### config.mk
export PLATFORM = sky130hd
export DESIGN_NAME = aof_top
export DESIGN_NICKNAME = d
export VERILOG_FILES = /design/src/rtl/aof_pkg.sv /design/src/rtl/aof_fifo.sv /design/src/rtl/aof_sine_rom.sv /design/src/rtl/aof_top.sv
export SDC_FILE = /design/constraint.sdc
export NUM_CORES = 1
export LEC_CHECK = 0
export ABC_CLOCK_PERIOD_IN_PS = 5130
export BUFFER_PORTS_ARGS = -buffer_cell sky130_fd_sc_hd__buf_2
export CAP_MARGIN = 20
export CORE_MARGIN = 1
export CORE_UTILIZATION = 60
export CTS_CLUSTER_SIZE = 30
export DETAILED_ROUTE_END_ITERATION = 12
export GPL_TIMING_DRIVEN = 0
export PLACE_DENSITY = 0.76
export SLEW_MARGIN = 5
export SYNTH_ARGS = -nofsm -noshare
export SYNTH_HDL_FRONTEND = slang
export SYNTH_SLANG_ARGS = --single-unit
### constraint.sdc
create_clock -name clk -period 5.13 [get_ports clk]
set_clock_uncertainty 0.05 [all_clocks]
set_input_delay 0.2565 -clock clk [delete_from_list [all_inputs] [get_ports clk]]
set_output_delay 0.2565 -clock clk [all_outputs]
set_load 0.01 [all_outputs]
### src/rtl/aof_pkg.sv
package aof_pkg;

    // ----------------------------------------
    // widths and depths
    // ----------------------------------------
    localparam int SAMPLE_W = 14;
    localparam int CHANNELS = 2;
    localparam int FIFO_DEPTH = 8;
    localparam int FIFO_W = 2 * SAMPLE_W;
    localparam int ADDR_W = 8;
    localparam int DATA_W = 8;
    localparam int SEL_W = 4;

    // ----------------------------------------
    // register offsets
    // ----------------------------------------
    localparam logic [7:0] ADDR_PAT_EN = 8'h06;
    localparam logic [7:0] ADDR_OVR_LSB = 8'h07;
    localparam logic [7:0] ADDR_ALIGN_CODING = 8'h09;
    localparam logic [7:0] ADDR_SEL_A = 8'h0a;
    localparam logic [7:0] ADDR_SEL_B = 8'h0b;
    localparam logic [7:0] ADDR_CUSTOM_HI = 8'h0e;
    localparam logic [7:0] ADDR_CUSTOM_LO = 8'h0f;
    localparam logic [7:0] ADDR_STATUS = 8'h30;

    // ----------------------------------------
    // field positions
    // ----------------------------------------
    localparam int SOFT_RESET_BIT = 0;
    localparam int PAT_EN_BIT = 1;
    localparam int OVR_LSB_BIT = 0;
    localparam int CODING_BIT = 0;
    localparam int ALIGN_BIT = 1;
    localparam int SEL_A_LSB = 0;
    localparam int SEL_B_LSB = 4;
    localparam int CUSTOM_HI_LSB = 6;
    localparam int CUSTOM_LO_LSB = 2;
    localparam int STAT_DROP_BIT = 0;
    localparam int STAT_FULL_BIT = 1;
    localparam int STAT_EMPTY_BIT = 2;

    // ----------------------------------------
    // reset values
    // ----------------------------------------
    localparam logic RST_CTRL = 1'b0;
    localparam logic [3:0] RST_SEL = 4'h0;
    localparam logic [13:0] RST_CUSTOM = 14'h0000;

    // ----------------------------------------
    // pattern selector codes
    // ----------------------------------------
    localparam logic [3:0] PAT_NORMAL = 4'h0;
    localparam logic [3:0] PAT_ZEROS = 4'h1;
    localparam logic [3:0] PAT_ONES = 4'h2;
    localparam logic [3:0] PAT_TOGGLE = 4'h3;
    localparam logic [3:0] PAT_RAMP = 4'h4;
    localparam logic [3:0] PAT_CUSTOM = 4'h5;
    localparam logic [3:0] PAT_DESKEW = 4'h6;
    localparam logic [3:0] PAT_PRBS = 4'h8;
    localparam logic [3:0] PAT_SINE = 4'h9;

    // ----------------------------------------
    // fixed words
    // ----------------------------------------
    localparam logic [13:0] WORD_ZEROS = 14'h0000;
    localparam logic [13:0] WORD_ONES = 14'h3fff;
    localparam logic [13:0] WORD_TOGGLE = 14'h2aaa;
    localparam logic [13:0] WORD_DESKEW = 14'h2aaa;
    localparam logic [13:0] WORD_MSB = 14'h2000;
    localparam logic [13:0] RAMP_START = 14'h0000;
    localparam logic [13:0] RAMP_STEP = 14'h0001;

    // ----------------------------------------
    // pseudo-random generator: x^15 + x^14 + 1
    // ----------------------------------------
    localparam int PRBS_W = 15;
    localparam int PRBS_TAP_A = 14;
    localparam int PRBS_TAP_B = 13;
    localparam logic [14:0] PRBS_SEED = 15'h0001;

    // ----------------------------------------
    // sine table
    // ----------------------------------------
    localparam int SINE_IDX_W = 3;
    localparam logic [2:0] SINE_STEP = 3'h1;
    localparam logic [13:0] SINE_P0 = 14'h0000;
    localparam logic [13:0] SINE_P1 = 14'h095f;
    localparam logic [13:0] SINE_P2 = 14'h2000;
    localparam logic [13:0] SINE_P3 = 14'h36a0;
    localparam logic [13:0] SINE_P4 = 14'h3fff;

endpackage : aof_pkg

### src/rtl/aof_fifo.sv
`timescale 1ns/1ns
`default_nettype none

module aof_fifo #(
    parameter int WIDTH = 28,
    parameter int DEPTH = 8
) (
    input wire logic clk,
    input wire logic reset,
    input wire logic in_valid,
    output logic in_ready,
    input wire logic [WIDTH-1:0] in_data,
    output logic out_valid,
    input wire logic out_ready,
    output logic [WIDTH-1:0] out_data
);

    localparam int PTR_W = $clog2(DEPTH);
    localparam logic [PTR_W:0] CNT_FULL = (PTR_W+1)'(DEPTH);
    localparam logic [PTR_W-1:0] PTR_LAST = PTR_W'(DEPTH - 1);

    logic [WIDTH-1:0] mem [DEPTH];
    logic [PTR_W-1:0] wr_ptr;
    logic [PTR_W-1:0] rd_ptr;
    logic [PTR_W:0] count;
    logic push;
    logic pop;

    // ----------------------------------------
    // flags
    // ----------------------------------------
    // honest flags straight from the count
    assign in_ready = (count != CNT_FULL);
    assign out_valid = (count != '0);
    assign push = in_valid && in_ready;
    assign pop = out_valid && out_ready;
    assign out_data = mem[rd_ptr];

    // ----------------------------------------
    // storage
    // ----------------------------------------
    // no reset on the array, contents only matter below the count
    always_ff @(posedge clk) begin
        if (push) begin
            mem[wr_ptr] <= in_data;
        end
    end

    // pointers wrap at depth, so depth need not be a power of two
    always_ff @(posedge clk) begin
        if (reset) begin
            wr_ptr <= '0;
            rd_ptr <= '0;
        end else begin
            if (push) begin
                wr_ptr <= (wr_ptr == PTR_LAST) ? '0 : wr_ptr + 1'b1;
            end
            if (pop) begin
                rd_ptr <= (rd_ptr == PTR_LAST) ? '0 : rd_ptr + 1'b1;
            end
        end
    end

    // occupancy
    always_ff @(posedge clk) begin
        if (reset) begin
            count <= '0;
        end else if (push && !pop) begin
            count <= count + 1'b1;
        end else if (pop && !push) begin
            count <= count - 1'b1;
        end
    end

endmodule : aof_fifo

`default_nettype wire

### src/rtl/aof_sine_rom.sv
`timescale 1ns/1ns
`default_nettype none

module aof_sine_rom
    import aof_pkg::*;
(
    input wire logic clk,
    input wire logic [SINE_IDX_W-1:0] addr,
    output logic [SAMPLE_W-1:0] data
);

    // ----------------------------------------
    // registered table read
    // ----------------------------------------
    // second half mirrors the first, only five distinct points are stored
    always_ff @(posedge clk) begin
        case (addr)
            3'h0: data <= SINE_P0;
            3'h1: data <= SINE_P1;
            3'h2: data <= SINE_P2;
            3'h3: data <= SINE_P3;
            3'h4: data <= SINE_P4;
            3'h5: data <= SINE_P3;
            3'h6: data <= SINE_P2;
            3'h7: data <= SINE_P1;
            default: data <= SINE_P0;
        endcase
    end

endmodule : aof_sine_rom

`default_nettype wire

### src/rtl/aof_top.sv
`timescale 1ns/1ns
`default_nettype none

module aof_top
    import aof_pkg::*;
(
    input wire logic clk,
    input wire logic reset,
    input wire logic [ADDR_W-1:0] reg_addr,
    input wire logic [DATA_W-1:0] reg_wdata,
    input wire logic reg_wr,
    input wire logic reg_rd,
    output logic [DATA_W-1:0] reg_rdata,
    input wire logic sample_valid,
    input wire logic [SAMPLE_W-1:0] sample_a,
    input wire logic [SAMPLE_W-1:0] sample_b,
    input wire logic overrange_flag_a,
    input wire logic overrange_flag_b,
    output logic out_valid,
    input wire logic out_ready,
    output logic [SAMPLE_W-1:0] out_word_a,
    output logic [SAMPLE_W-1:0] out_word_b
);

    // ----------------------------------------
    // control registers
    // ----------------------------------------
    logic pat_en;
    logic overrange_in_lsb;
    logic align_pat;
    logic coding_offset;
    logic [SEL_W-1:0] chan_a_pattern_sel;
    logic [SEL_W-1:0] chan_b_pattern_sel;
    logic [SAMPLE_W-1:0] custom_word;
    logic drop_flag;
    logic soft_reset;
    logic cfg_reset;
    logic wr_sel_a;
    logic wr_sel_b;

    // ----------------------------------------
    // datapath
    // ----------------------------------------
    logic accept;
    logic stage_free;
    logic st_valid;
    logic [FIFO_W-1:0] st_data;
    logic fifo_in_ready;
    logic fifo_out_valid;
    logic fifo_out_ready;
    logic [FIFO_W-1:0] fifo_out_data;
    logic [SAMPLE_W-1:0] word [CHANNELS];
    logic [SAMPLE_W-1:0] raw [CHANNELS];
    logic overrange_flag [CHANNELS];
    logic [SEL_W-1:0] sel [CHANNELS];
    logic restart [CHANNELS];

    // ----------------------------------------
    // generator state, one set per channel
    // ----------------------------------------
    logic [SAMPLE_W-1:0] ramp [CHANNELS];
    logic [SAMPLE_W-1:0] next_ramp [CHANNELS];
    logic tog [CHANNELS];
    logic next_tog [CHANNELS];
    logic [PRBS_W-1:0] prbs [CHANNELS];
    logic [PRBS_W-1:0] next_prbs [CHANNELS];
    logic [SINE_IDX_W-1:0] sidx [CHANNELS];
    logic [SINE_IDX_W-1:0] next_sidx [CHANNELS];
    logic [SAMPLE_W-1:0] sine [CHANNELS];

    // ----------------------------------------
    // functions
    // ----------------------------------------
    // converter core delivers offset binary; twos complement flips the msb
    function automatic logic [SAMPLE_W-1:0] fmt_sample(
        input logic [SAMPLE_W-1:0] s,
        input logic ov,
        input logic offset_bin,
        input logic ovr_lsb
    );
        logic [SAMPLE_W-1:0] r;
        r = offset_bin ? s : (s ^ WORD_MSB);
        if (ovr_lsb) begin
            r[0] = ov;
        end
        return r;
    endfunction : fmt_sample

    // selector decode, used for both channels
    function automatic logic [SAMPLE_W-1:0] pick_word(
        input logic en,
        input logic [SEL_W-1:0] code,
        input logic [SAMPLE_W-1:0] normal,
        input logic [SAMPLE_W-1:0] rmp,
        input logic tg,
        input logic [PRBS_W-1:0] rnd,
        input logic [SAMPLE_W-1:0] sn,
        input logic [SAMPLE_W-1:0] cust
    );
        logic [SAMPLE_W-1:0] r;
        r = normal;
        if (en) begin
            case (code)
                PAT_NORMAL: r = normal;
                PAT_ZEROS: r = WORD_ZEROS;
                PAT_ONES: r = WORD_ONES;
                PAT_TOGGLE: r = tg ? ~WORD_TOGGLE : WORD_TOGGLE;
                PAT_RAMP: r = rmp;
                PAT_CUSTOM: r = cust;
                PAT_DESKEW: r = WORD_DESKEW;
                PAT_PRBS: r = rnd[SAMPLE_W-1:0];
                PAT_SINE: r = sn;
                // undefined codes are a software fault; zeros keep the line quiet
                default: r = WORD_ZEROS;
            endcase
        end
        return r;
    endfunction : pick_word

    // ----------------------------------------
    // register writes
    // ----------------------------------------
    assign soft_reset = reg_wr && (reg_addr == ADDR_PAT_EN) && reg_wdata[SOFT_RESET_BIT];
    assign cfg_reset = reset || soft_reset;
    assign wr_sel_a = reg_wr && (reg_addr == ADDR_SEL_A);
    assign wr_sel_b = reg_wr && (reg_addr == ADDR_SEL_B);

    // soft reset self-clears: it is only the write pulse, never stored
    always_ff @(posedge clk) begin
        if (cfg_reset) begin
            pat_en <= RST_CTRL;
            overrange_in_lsb <= RST_CTRL;
            align_pat <= RST_CTRL;
            coding_offset <= RST_CTRL;
        end else if (reg_wr) begin
            case (reg_addr)
                ADDR_PAT_EN: pat_en <= reg_wdata[PAT_EN_BIT];
                ADDR_OVR_LSB: overrange_in_lsb <= reg_wdata[OVR_LSB_BIT];
                ADDR_ALIGN_CODING: begin
                    align_pat <= reg_wdata[ALIGN_BIT];
                    coding_offset <= reg_wdata[CODING_BIT];
                end
                default: ;
            endcase
        end
    end

    // pattern selectors
    always_ff @(posedge clk) begin
        if (cfg_reset) begin
            chan_a_pattern_sel <= RST_SEL;
            chan_b_pattern_sel <= RST_SEL;
        end else begin
            if (wr_sel_a) begin
                chan_a_pattern_sel <= reg_wdata[SEL_A_LSB +: SEL_W];
            end
            if (wr_sel_b) begin
                chan_b_pattern_sel <= reg_wdata[SEL_B_LSB +: SEL_W];
            end
        end
    end

    // custom word split across two registers
    always_ff @(posedge clk) begin
        if (cfg_reset) begin
            custom_word <= RST_CUSTOM;
        end else if (reg_wr && reg_addr == ADDR_CUSTOM_HI) begin
            custom_word[SAMPLE_W-1:CUSTOM_HI_LSB] <= reg_wdata;
        end else if (reg_wr && reg_addr == ADDR_CUSTOM_LO) begin
            custom_word[CUSTOM_HI_LSB-1:0] <= reg_wdata[DATA_W-1:CUSTOM_LO_LSB];
        end
    end

    // sticky drop flag, write one to clear; a new drop wins over the clear
    always_ff @(posedge clk) begin
        if (cfg_reset) begin
            drop_flag <= RST_CTRL;
        end else if (sample_valid && !stage_free) begin
            drop_flag <= 1'b1;
        end else if (reg_wr && reg_addr == ADDR_STATUS && reg_wdata[STAT_DROP_BIT]) begin
            drop_flag <= 1'b0;
        end
    end

    // ----------------------------------------
    // register reads
    // ----------------------------------------
    // data stand for one cycle only; write-only and reserved bits read zero
    always_ff @(posedge clk) begin
        if (reset) begin
            reg_rdata <= '0;
        end else if (reg_rd) begin
            reg_rdata <= '0;
            case (reg_addr)
                ADDR_PAT_EN: reg_rdata[PAT_EN_BIT] <= pat_en;
                ADDR_OVR_LSB: reg_rdata[OVR_LSB_BIT] <= overrange_in_lsb;
                ADDR_ALIGN_CODING: begin
                    reg_rdata[ALIGN_BIT] <= align_pat;
                    reg_rdata[CODING_BIT] <= coding_offset;
                end
                ADDR_SEL_A: reg_rdata[SEL_A_LSB +: SEL_W] <= chan_a_pattern_sel;
                ADDR_SEL_B: reg_rdata[SEL_B_LSB +: SEL_W] <= chan_b_pattern_sel;
                ADDR_CUSTOM_HI: reg_rdata <= custom_word[SAMPLE_W-1:CUSTOM_HI_LSB];
                ADDR_CUSTOM_LO: begin
                    reg_rdata[DATA_W-1:CUSTOM_LO_LSB] <= custom_word[CUSTOM_HI_LSB-1:0];
                end
                ADDR_STATUS: begin
                    reg_rdata[STAT_DROP_BIT] <= drop_flag;
                    reg_rdata[STAT_FULL_BIT] <= !fifo_in_ready;
                    reg_rdata[STAT_EMPTY_BIT] <= !fifo_out_valid;
                end
                default: reg_rdata <= '0;
            endcase
        end else begin
            reg_rdata <= '0;
        end
    end

    // ----------------------------------------
    // per-channel inputs
    // ----------------------------------------
    assign raw[0] = sample_a;
    assign raw[1] = sample_b;
    assign overrange_flag[0] = overrange_flag_a;
    assign overrange_flag[1] = overrange_flag_b;
    assign sel[0] = chan_a_pattern_sel;
    assign sel[1] = chan_b_pattern_sel;
    // choosing a new pattern restarts that channel's generators from phase zero, except channel b while aligned, which copies channel a
    assign restart[0] = wr_sel_a;
    assign restart[1] = wr_sel_b;

    // ----------------------------------------
    // stall logic
    // ----------------------------------------
    // generators step only on accepted samples or restart on a select write, so a full fifo behind a held stage freezes their steps
    assign stage_free = !st_valid || fifo_in_ready;
    assign accept = sample_valid && stage_free;

    // ----------------------------------------
    // pattern generators
    // ----------------------------------------
    genvar c;
    generate
        for (c = 0; c < CHANNELS; c++) begin : g_chan
            logic [SAMPLE_W-1:0] own_ramp;
            logic own_tog;
            logic [PRBS_W-1:0] own_prbs;
            logic [SINE_IDX_W-1:0] own_sidx;

            // free-running step of this channel alone
            always_comb begin
                own_ramp = ramp[c] + RAMP_STEP;
                own_tog = !tog[c];
                own_prbs = {prbs[c][PRBS_W-2:0],
                            prbs[c][PRBS_TAP_A] ^ prbs[c][PRBS_TAP_B]};
                own_sidx = sidx[c] + SINE_STEP;
                if (restart[c]) begin
                    own_ramp = RAMP_START;
                    own_tog = 1'b0;
                    own_prbs = PRBS_SEED;
                    own_sidx = '0;
                end
            end

            // channel b copies channel a's next state while aligned
            always_comb begin
                if (c != 0 && align_pat) begin
                    next_ramp[c] = next_ramp[0];
                    next_tog[c] = next_tog[0];
                    next_prbs[c] = next_prbs[0];
                    next_sidx[c] = next_sidx[0];
                end else if (accept || restart[c]) begin
                    next_ramp[c] = own_ramp;
                    next_tog[c] = own_tog;
                    next_prbs[c] = own_prbs;
                    next_sidx[c] = own_sidx;
                end else begin
                    next_ramp[c] = ramp[c];
                    next_tog[c] = tog[c];
                    next_prbs[c] = prbs[c];
                    next_sidx[c] = sidx[c];
                end
            end

            // generator state registers
            always_ff @(posedge clk) begin
                if (reset) begin
                    ramp[c] <= RAMP_START;
                    tog[c] <= 1'b0;
                    prbs[c] <= PRBS_SEED;
                    sidx[c] <= '0;
                end else begin
                    ramp[c] <= next_ramp[c];
                    tog[c] <= next_tog[c];
                    prbs[c] <= next_prbs[c];
                    sidx[c] <= next_sidx[c];
                end
            end

            // table read tracks the index register, so data match sidx
            aof_sine_rom u_sine (
                .clk(clk),
                .addr(next_sidx[c]),
                .data(sine[c])
            );

            // word for the current generator phase
            assign word[c] = pick_word(pat_en, sel[c],
                                       fmt_sample(raw[c], overrange_flag[c], coding_offset,
                                                  overrange_in_lsb),
                                       ramp[c], tog[c], prbs[c], sine[c], custom_word);
        end
    endgenerate

    // ----------------------------------------
    // stage into the fifo
    // ----------------------------------------
    // one stage register between the selector and the fifo
    always_ff @(posedge clk) begin
        if (reset) begin
            st_valid <= 1'b0;
            st_data <= '0;
        end else if (accept) begin
            st_valid <= 1'b1;
            st_data <= {word[0], word[1]};
        end else if (fifo_in_ready) begin
            st_valid <= 1'b0;
        end
    end

    aof_fifo #(
        .WIDTH(FIFO_W),
        .DEPTH(FIFO_DEPTH)
    ) u_fifo (
        .clk(clk),
        .reset(reset),
        .in_valid(st_valid),
        .in_ready(fifo_in_ready),
        .in_data(st_data),
        .out_valid(fifo_out_valid),
        .out_ready(fifo_out_ready),
        .out_data(fifo_out_data)
    );

    // ----------------------------------------
    // output register
    // ----------------------------------------
    // outputs come from flops; the fifo drains only when this slot frees
    assign fifo_out_ready = !out_valid || out_ready;

    always_ff @(posedge clk) begin
        if (reset) begin
            out_valid <= 1'b0;
            out_word_a <= '0;
            out_word_b <= '0;
        end else if (fifo_out_valid && fifo_out_ready) begin
            out_valid <= 1'b1;
            out_word_a <= fifo_out_data[FIFO_W-1:SAMPLE_W];
            out_word_b <= fifo_out_data[SAMPLE_W-1:0];
        end else if (out_ready) begin
            out_valid <= 1'b0;
        end
    end

endmodule : aof_top

`default_nettype wire

==> results.sh, run 1 <==
export IMPL_cp_arrival_ns=3.86
export IMPL_die_h_um=169.0
export IMPL_ios=89
export IMPL_post_route_min_period_ns=3.464
export IMPL_gp_congestion=1.000
export IMPL_multi_input_area_um2=6131
export IMPL_hp_class="primary input to flip-flop"
export IMPL_firstDrtPassIters=9
export IMPL_report_final_setup_viol=0
export IMPL_dr_first_iter_drc_count=1459
export IMPL_syn_inst=1358
export IMPL_cp_max_fo=6
export IMPL_final_hold_viol_count=0
export IMPL_place_inst=1838
export IMPL_drt_vias_per_instance=6.406
export IMPL_p_per_area_nw_per_um2=448.9
export IMPL_drive_above_1_share_pct=17.72
export IMPL_grt_pass1_vias=12260
export IMPL_grt_first_pass_wirelength_um=73080
export IMPL_yosys_cell_types_count=65
export IMPL_grt_setup_unrepaired="no"
export IMPL_startpoint="u_fifo.count[0]$_SDFFE_PP0P_"
export IMPL_clockBufferDepth=3
export IMPL_startpoint_type="flip-flop"
export IMPL_postLayoutSetupSlackWorst_ns=1.666
export IMPL_min_from="reg_rd"
export IMPL_yosysWarnings=0
export IMPL_ctsHtreeMaxLevel=2
export IMPL_fill_cells=1890
export IMPL_start_util_pct=61.58
export IMPL_wire_per_inst_um=25.26
export IMPL_path_class="flip-flop to flip-flop"
export IMPL_num_antenna_cells=0
export IMPL_maxCapViolCount=0
export IMPL_cts_root_buf="clkbuf_16"
export IMPL_place_ws_ns=1.637
export IMPL_ys_seq_elements=399
export IMPL_area_growth_syn_to_layout_pct=15.92
export IMPL_die_area_um2=28570
export IMPL_antenna_found_initial=0
export IMPL_clkLatencyLatePin_ns=0.55
export IMPL_drc_errors=0
export IMPL_core_area_um2=27180
export IMPL_cts_clk_slew_worst_paths_ns=0.06
export IMPL_yosysMostFrequentCell="edfxtp_1"
export IMPL_cts_setup_buffers=0
export IMPL_rows=60
export IMPL_cts_made_buffers=42
export IMPL_timing_setup_tns_ns=0
export IMPL_syn_area_um2=16740
export IMPL_synth_top_cell_area_share_pct=40.19
export IMPL_cts_sinks=399
export IMPL_syn_num_nets=1424
export IMPL_synth_top_area_cell="edfxtp_1"
export IMPL_io_buffers=87
export IMPL_ctsResizeCount=0
export IMPL_grt_usage_pct=34.87
export IMPL_synthTopCellsByCount="edfxtp_1, dfxtp_1, nor2_1, a21oi_1, nand2_1"
export IMPL_stdcell_area_um2=19400
export IMPL_fin_util_pct=71.39
export IMPL_synth_main_ff_cell="edfxtp_1"
export IMPL_period_share_pct=67.53
export IMPL_regToRegStartpoint="u_fifo.count[0]$_SDFFE_PP0P_"
export IMPL_worstMarginPinSlew_ns=1.079
export IMPL_synth_seq_area_share_pct=61.12
export IMPL_placed_cell_area_um2=17910
export IMPL_max_freq_ghz=0.2887
export IMPL_slew_headroom_pct=27.09
export IMPL_grt_max_degree=23
export IMPL_p_leak_nw=6.609
export IMPL_num_vias=12330
export IMPL_ir_drop_uv=278.6
export IMPL_hpwlAfterDp_um=33660
export IMPL_nets=1586
export IMPL_timing_hold_ws_ns=0.007768
export IMPL_synth_edf_count=224
export IMPL_antenna_left=0
export IMPL_syn_area_per_cell_um2=12.32
export IMPL_die_width_um=169.0
export IMPL_crit_path_end_kind="flip-flop"
export IMPL_seq_area_um2=10230
export IMPL_final_cells=1924
export IMPL_synthArstFlopShare_pct=0
export IMPL_required_ns=5.53
export IMPL_cts_tree="yes"
export IMPL_final_max_slew_viol_count=0
export IMPL_wirelength_um=48590
export IMPL_status="finished, final reports clean"
export IMPL_yosys_top_cells_area="edfxtp_1, dfxtp_1, mux4_2"
export IMPL_grt_ovfl_total=0
export IMPL_total_power_mw=8.709
## layout by cell type, fill, tap and decap left out, types with 12 or more instances in the layout
cell type,count
a31oi_1,14
a211oi_1,49
mux2i_1,39
ha_1,13
nor3_1,47
xnor2_1,19
a21oi_1,96
nand2_1,92
buf_2,107
clkbuf_1,73
nor2_1,158
buf_1,12
inv_1,14
clkbuf_16,42
o21ai_0,20
a222oi_1,23
o22ai_1,16
edfxtp_1,224
a22oi_1,19
buf_4,17
nand2b_1,26
xor2_1,12
dfxtp_1,175
mux4_2,56
a221oi_1,17
nand3_1,35
## power breakdown
part	total [mW]	switching, mW	internal [mW]
logic	1.81	1.03	0.779
registers	3.84	0.209	3.63
clock network	3.06	1.24	1.82
## worst max-delay path, stage by stage (launching register included)
cell and delay [ns]:
dfxtp_1 0.38, nor4_2 0.72, nor2b_1 0.11, clkbuf_1 0.29, inv_1 0.30, ha_1 0.24, inv_1 0.09, ha_1 0.28
a21o_1 0.18, a21oi_1 0.17, xnor2_1 0.09, or3_1 0.31, a21oi_1 0.16
## state kept, by name (all words and copies together), names as in the netlist, 2 cells and up
name,cells
g_chan.u_sine.data,6
u_fifo.rd_ptr,3
out_word_a,14
u_fifo.wr_ptr,3
sidx,6
u_fifo.mem,224
chan_a_pattern_sel,4
out_word_b,14
reg_rdata,8
tog,2
custom_word,14
ramp,28
u_fifo.count,4
prbs,30
st_data,28
chan_b_pattern_sel,4
## cell type report
class / instances / share of cell area [%]
repair buffers: 118 / 3.824
inverters: 14 / 0.2709
clock buffers: 65 / 6.378
flip-flops and latches: 399 / 52.73
clock inverters: 11 / 0.8126
plain buffers: 94 / 1.986
well taps: 372 / 2.399
multi-input cells: 851 / 31.60
## per-layer routing
layer  share of wire, %  track usage, %
met4                6.0           20.72
met2                 49           58.62
met1                 38           42.91
met5                  0               0
met3                7.2           5.331
## path summary, 6_finish.rpt
path	end	slack, ns	cells after the start
worst max-delay path	u_fifo.count[3]$_SDFFE_PP0P_	1.67	12
worst min-delay path	reg_rdata[3]$_SDFF_PP0_	0.008	3
worst max register to register	u_fifo.count[3]$_SDFFE_PP0P_	1.67	12
worst min register to register	out_word_b[12]$_SDFFE_PP0P_	0.45	2
## repair_timing
item	4_1_cts	5_1_grt
hold buffers	10	0
hold endpoints to repair	27	0
endpoints found under the setup margin	0	0
## cells by family (layout without fill, tap and decap cells)
logic type | Yosys count | after routing | synth area share, %
compound gates | 288 | 288 | 11.74
xor+xnor | 32 | 32 | 1.720
fa+ha+maj | 14 | 14 | 1.092
simple gates | 417 | 417 | 11.51
flops | 399 | 399 | 61.12
buf+inv | 108 | 302 | 2.617
mux | 100 | 100 | 10.20
No activity file was read; power rests on OpenSTA's default activity.
==> run 2: changes to the inputs <==
--- a/config.mk
+++ b/config.mk
@@ -5,7 +5,7 @@
 export SDC_FILE = /design/constraint.sdc
 export NUM_CORES = 1
 export LEC_CHECK = 0
-export ABC_CLOCK_PERIOD_IN_PS = 5130
+export ABC_CLOCK_PERIOD_IN_PS = 3200
 export BUFFER_PORTS_ARGS = -buffer_cell sky130_fd_sc_hd__buf_2
 export CAP_MARGIN = 20
 export CORE_MARGIN = 1
==> constraint.sdc (replaced) <==
create_clock -name clk -period 3.2 [get_ports clk]
set_clock_uncertainty 0.05 [all_clocks]
set_input_delay 0.16 -clock clk [delete_from_list [all_inputs] [get_ports clk]]
set_output_delay 0.16 -clock clk [all_outputs]
set_load 0.01 [all_outputs]
==> run 2 against run 1 <==
Sequential power is 60% higher. Clock-buffer cell count is 15 lower. Combinational power is 62% higher. Sequential share of layout area is 0.27 points lower. Flip-flop and latch count stayed put. Via count is 0.90% higher. Cell count is 0.62% higher. Critical path type unchanged. Highest routed layer unchanged.
==> results.sh, run 2 (same netlist as run 1, synthesis figures left out) <==
export IMPL_top_regs="u_fifo.mem x224, prbs x30"
export IMPL_swShare_pct=28.76
export IMPL_pwr_share_comb_pct=21.5
export IMPL_seqPwrFrac_pct=45.0
export IMPL_max_stage_delay_ns=0.47
export IMPL_wirelength_um=47740
export IMPL_fill_cells=1869
export IMPL_maxCapViolCount=0
export IMPL_clockPowerShare_pct=33.5
export IMPL_cts_made_buffers=41
export IMPL_clkLatencyLatePin_ns=0.54
export IMPL_min_to="st_data[4]$_SDFFE_PP0P_"
export IMPL_firstDrtPassIters=10
export IMPL_final_hold_viol_count=0
export IMPL_p_per_area_nw_per_um2=699.9
export IMPL_p_sw_mw=3.927
export IMPL_grt_ovfl_total=0
export IMPL_required_ns=3.60
export IMPL_antenna_left=0
export IMPL_timing_setup_tns_ns=0
export IMPL_final_max_slew_viol_count=0
export IMPL_period_share_pct=95.57
export IMPL_area_growth_syn_to_layout_pct=16.56
export IMPL_cts_tree="yes"
export IMPL_hp_class="primary input to flip-flop"
export IMPL_crit_chain="or4b_1, buf_2, nand2_4, inv_1, ha_1, inv_1, ha_1, a21o_1, a21oi_1, xnor2_1, or3_1, a21oi_1"
export IMPL_cp_max_fo=10
export IMPL_num_vias=12440
export IMPL_holdPathStages=3
export IMPL_clockBufferDepth=3
export IMPL_r2r_slack_ns=0.14
export IMPL_max_freq_ghz=0.3270
export IMPL_grt_usage_pct=34.06
export IMPL_cts_sinks=399
export IMPL_grt_first_pass_wirelength_um=71920
export IMPL_slew_headroom_pct=21.26
export IMPL_report_final_setup_viol=0
export IMPL_seq_area_um2=10230
export IMPL_hpwlAfterDp_um=32920
export IMPL_regToRegStartpoint="u_fifo.count[3]$_SDFFE_PP0P_"
export IMPL_path_class="flip-flop to flip-flop"
export IMPL_die_width_um=169.0
export IMPL_gp_congestion=1.011
export IMPL_wire_per_inst_um=24.66
export IMPL_nets=1599
export IMPL_ir_drop_uv=527.5
export IMPL_io_buffers=87
export IMPL_start_util_pct=61.58
export IMPL_final_cell_mix="edfxtp_1, dfxtp_1, nor2_1, buf_2, a21oi_1"
export IMPL_p_int_mw=9.727
export IMPL_cp_arrival_ns=3.46
export IMPL_total_power_mw=13.65
export IMPL_multi_input_area_um2=6171
export IMPL_cts_root_buf="clkbuf_16"
export IMPL_cts_setup_buffers=0
export IMPL_p_leak_nw=6.616
export IMPL_ios=89
export IMPL_post_route_min_period_ns=3.058
export IMPL_num_antenna_cells=0
export IMPL_core_area_um2=27180
export IMPL_crit_path_end_kind="flip-flop"
export IMPL_path_buf_inv=3
export IMPL_worstMarginPinSlew_ns=1.172
export IMPL_top_register="u_fifo.mem"
export IMPL_reg2reg_depth=12
export IMPL_ctsHtreeMaxLevel=2
export IMPL_min_from="sample_b[4]"
export IMPL_rr_endpoint="u_fifo.count[3]$_SDFFE_PP0P_"
export IMPL_antenna_found_initial=1
export IMPL_grt_max_degree=24
export IMPL_die_h_um=169.0
export IMPL_status="finished, final reports clean"
export IMPL_final_common_cell="edfxtp_1"
export IMPL_slowest_stage="or4b_1"
export IMPL_crit_family="simple AND/OR/NAND/NOR gates"
export IMPL_drt_vias_per_instance=6.424
export IMPL_largest_reg_flops=224
export IMPL_grt_pass1_vias=12110
export IMPL_drc_errors=0
export IMPL_dr_first_iter_drc_count=1401
export IMPL_rows=60
export IMPL_cts_clk_slew_worst_paths_ns=0.06
export IMPL_die_area_um2=28570
export IMPL_drive_above_1_share_pct=17.46
export IMPL_startpoint_type="flip-flop"
run 2: cell count changes in the layout (fill, tap and decap cells not counted), sizes merged:
cell	change
dlygate4sd3	+17
clkbuf	-15
clkinv	+9
buf	-3
clkinvlp	+3
inv	+1
run 2: worst register-to-register path, cell delays in order, from the launching register on:
cell and delay (ns):
dfxtp_1 0.45, or4b_1 0.48, buf_2 0.22, nand2_4 0.19, inv_1 0.12, ha_1 0.23, inv_1 0.11, ha_1 0.24
a21o_1 0.17, a21oi_1 0.19, xnor2_1 0.09, or3_1 0.30, a21oi_1 0.14
run 2: area by class of cell:
type                            instances  area share (%)
Inverter                               14          0.2694
Multi-Input combinational cell        851           31.63
Timing Repair Buffer                  132           4.746
Sequential cell                       399           52.45
Tap cell                              372           2.386
Clock inverter                         24           1.045
Buffer                                 94           1.982
Clock buffer                           50           5.484
run 2: power groups by stage:
stage / Clock (mW) / Combinational, mW / Sequential (mW)
final: 4.58 / 2.93 / 6.14
after global routing: 4.79 / 3.16 / 6.18
after CTS: 4.59 / 2.93 / 6.12
after detailed placement: 0 / 2.85 / 6.22
after global placement: 0 / 2.75 / 6.20
after floorplan: 0 / 1.86 / 6.22
run 2: per-layer routing:
| layer | vias to the layer above | wire length, µm | GRT usage, % |
|---|---|---|---|
| met5 | - | 0 | 0 |
| met4 | 0 | 2835 | 19.00 |
| met3 | 162 | 3928 | 6.243 |
| met2 | 696 | 23070 | 56.72 |
| met1 | 6053 | 17900 | 42.22 |
| li1 | 5525 | - | - |
run 2: through the flow:
stage | cells | area (µm²) | hold WS (ns) | util, % | worst slack [ns]
6_report | 1936 | 19510 | 0.007135 | 71.78 | 0.1418
2_1_floorplan | 1358 | 16750 | 0.2487 | - | -0.2277
3_3_place_gp | 1817 | 17650 | 0.3849 | 64.94 | -2.258
3_5_place_dp | 1835 | 17930 | 0.3893 | 65.97 | -0.1192
5_1_grt | 1936 | 19510 | 0.01670 | 71.78 | -0.03402
4_1_cts | 1936 | 19480 | 0.004238 | 71.69 | 0.03154
run 2: what timing repair did:
item	in CTS	in global routing
gates resized for setup	2	7
hold endpoints to repair	49	0
endpoints found under the setup margin	1	3
hold buffers	27	0
run 2: how the worst max path moves through the flow:
stage                                 startpoint                           end  slack (ns)  cells past startpoint
floorplan           u_fifo.count[0]$_SDFFE_PP0P_    u_fifo.mem[2][0]$_DFFE_PP_       -0.23                      4
global placement    u_fifo.count[0]$_SDFFE_PP0P_    u_fifo.mem[3][8]$_DFFE_PP_       -2.26                      4
detailed placement  u_fifo.count[0]$_SDFFE_PP0P_  u_fifo.count[3]$_SDFFE_PP0P_       -0.12                     12
CTS                 u_fifo.count[0]$_SDFFE_PP0P_  u_fifo.count[3]$_SDFFE_PP0P_        0.03                     12
global route        u_fifo.count[3]$_SDFFE_PP0P_  u_fifo.count[3]$_SDFFE_PP0P_       -0.03                     12
finish              u_fifo.count[3]$_SDFFE_PP0P_  u_fifo.count[3]$_SDFFE_PP0P_        0.14                     12
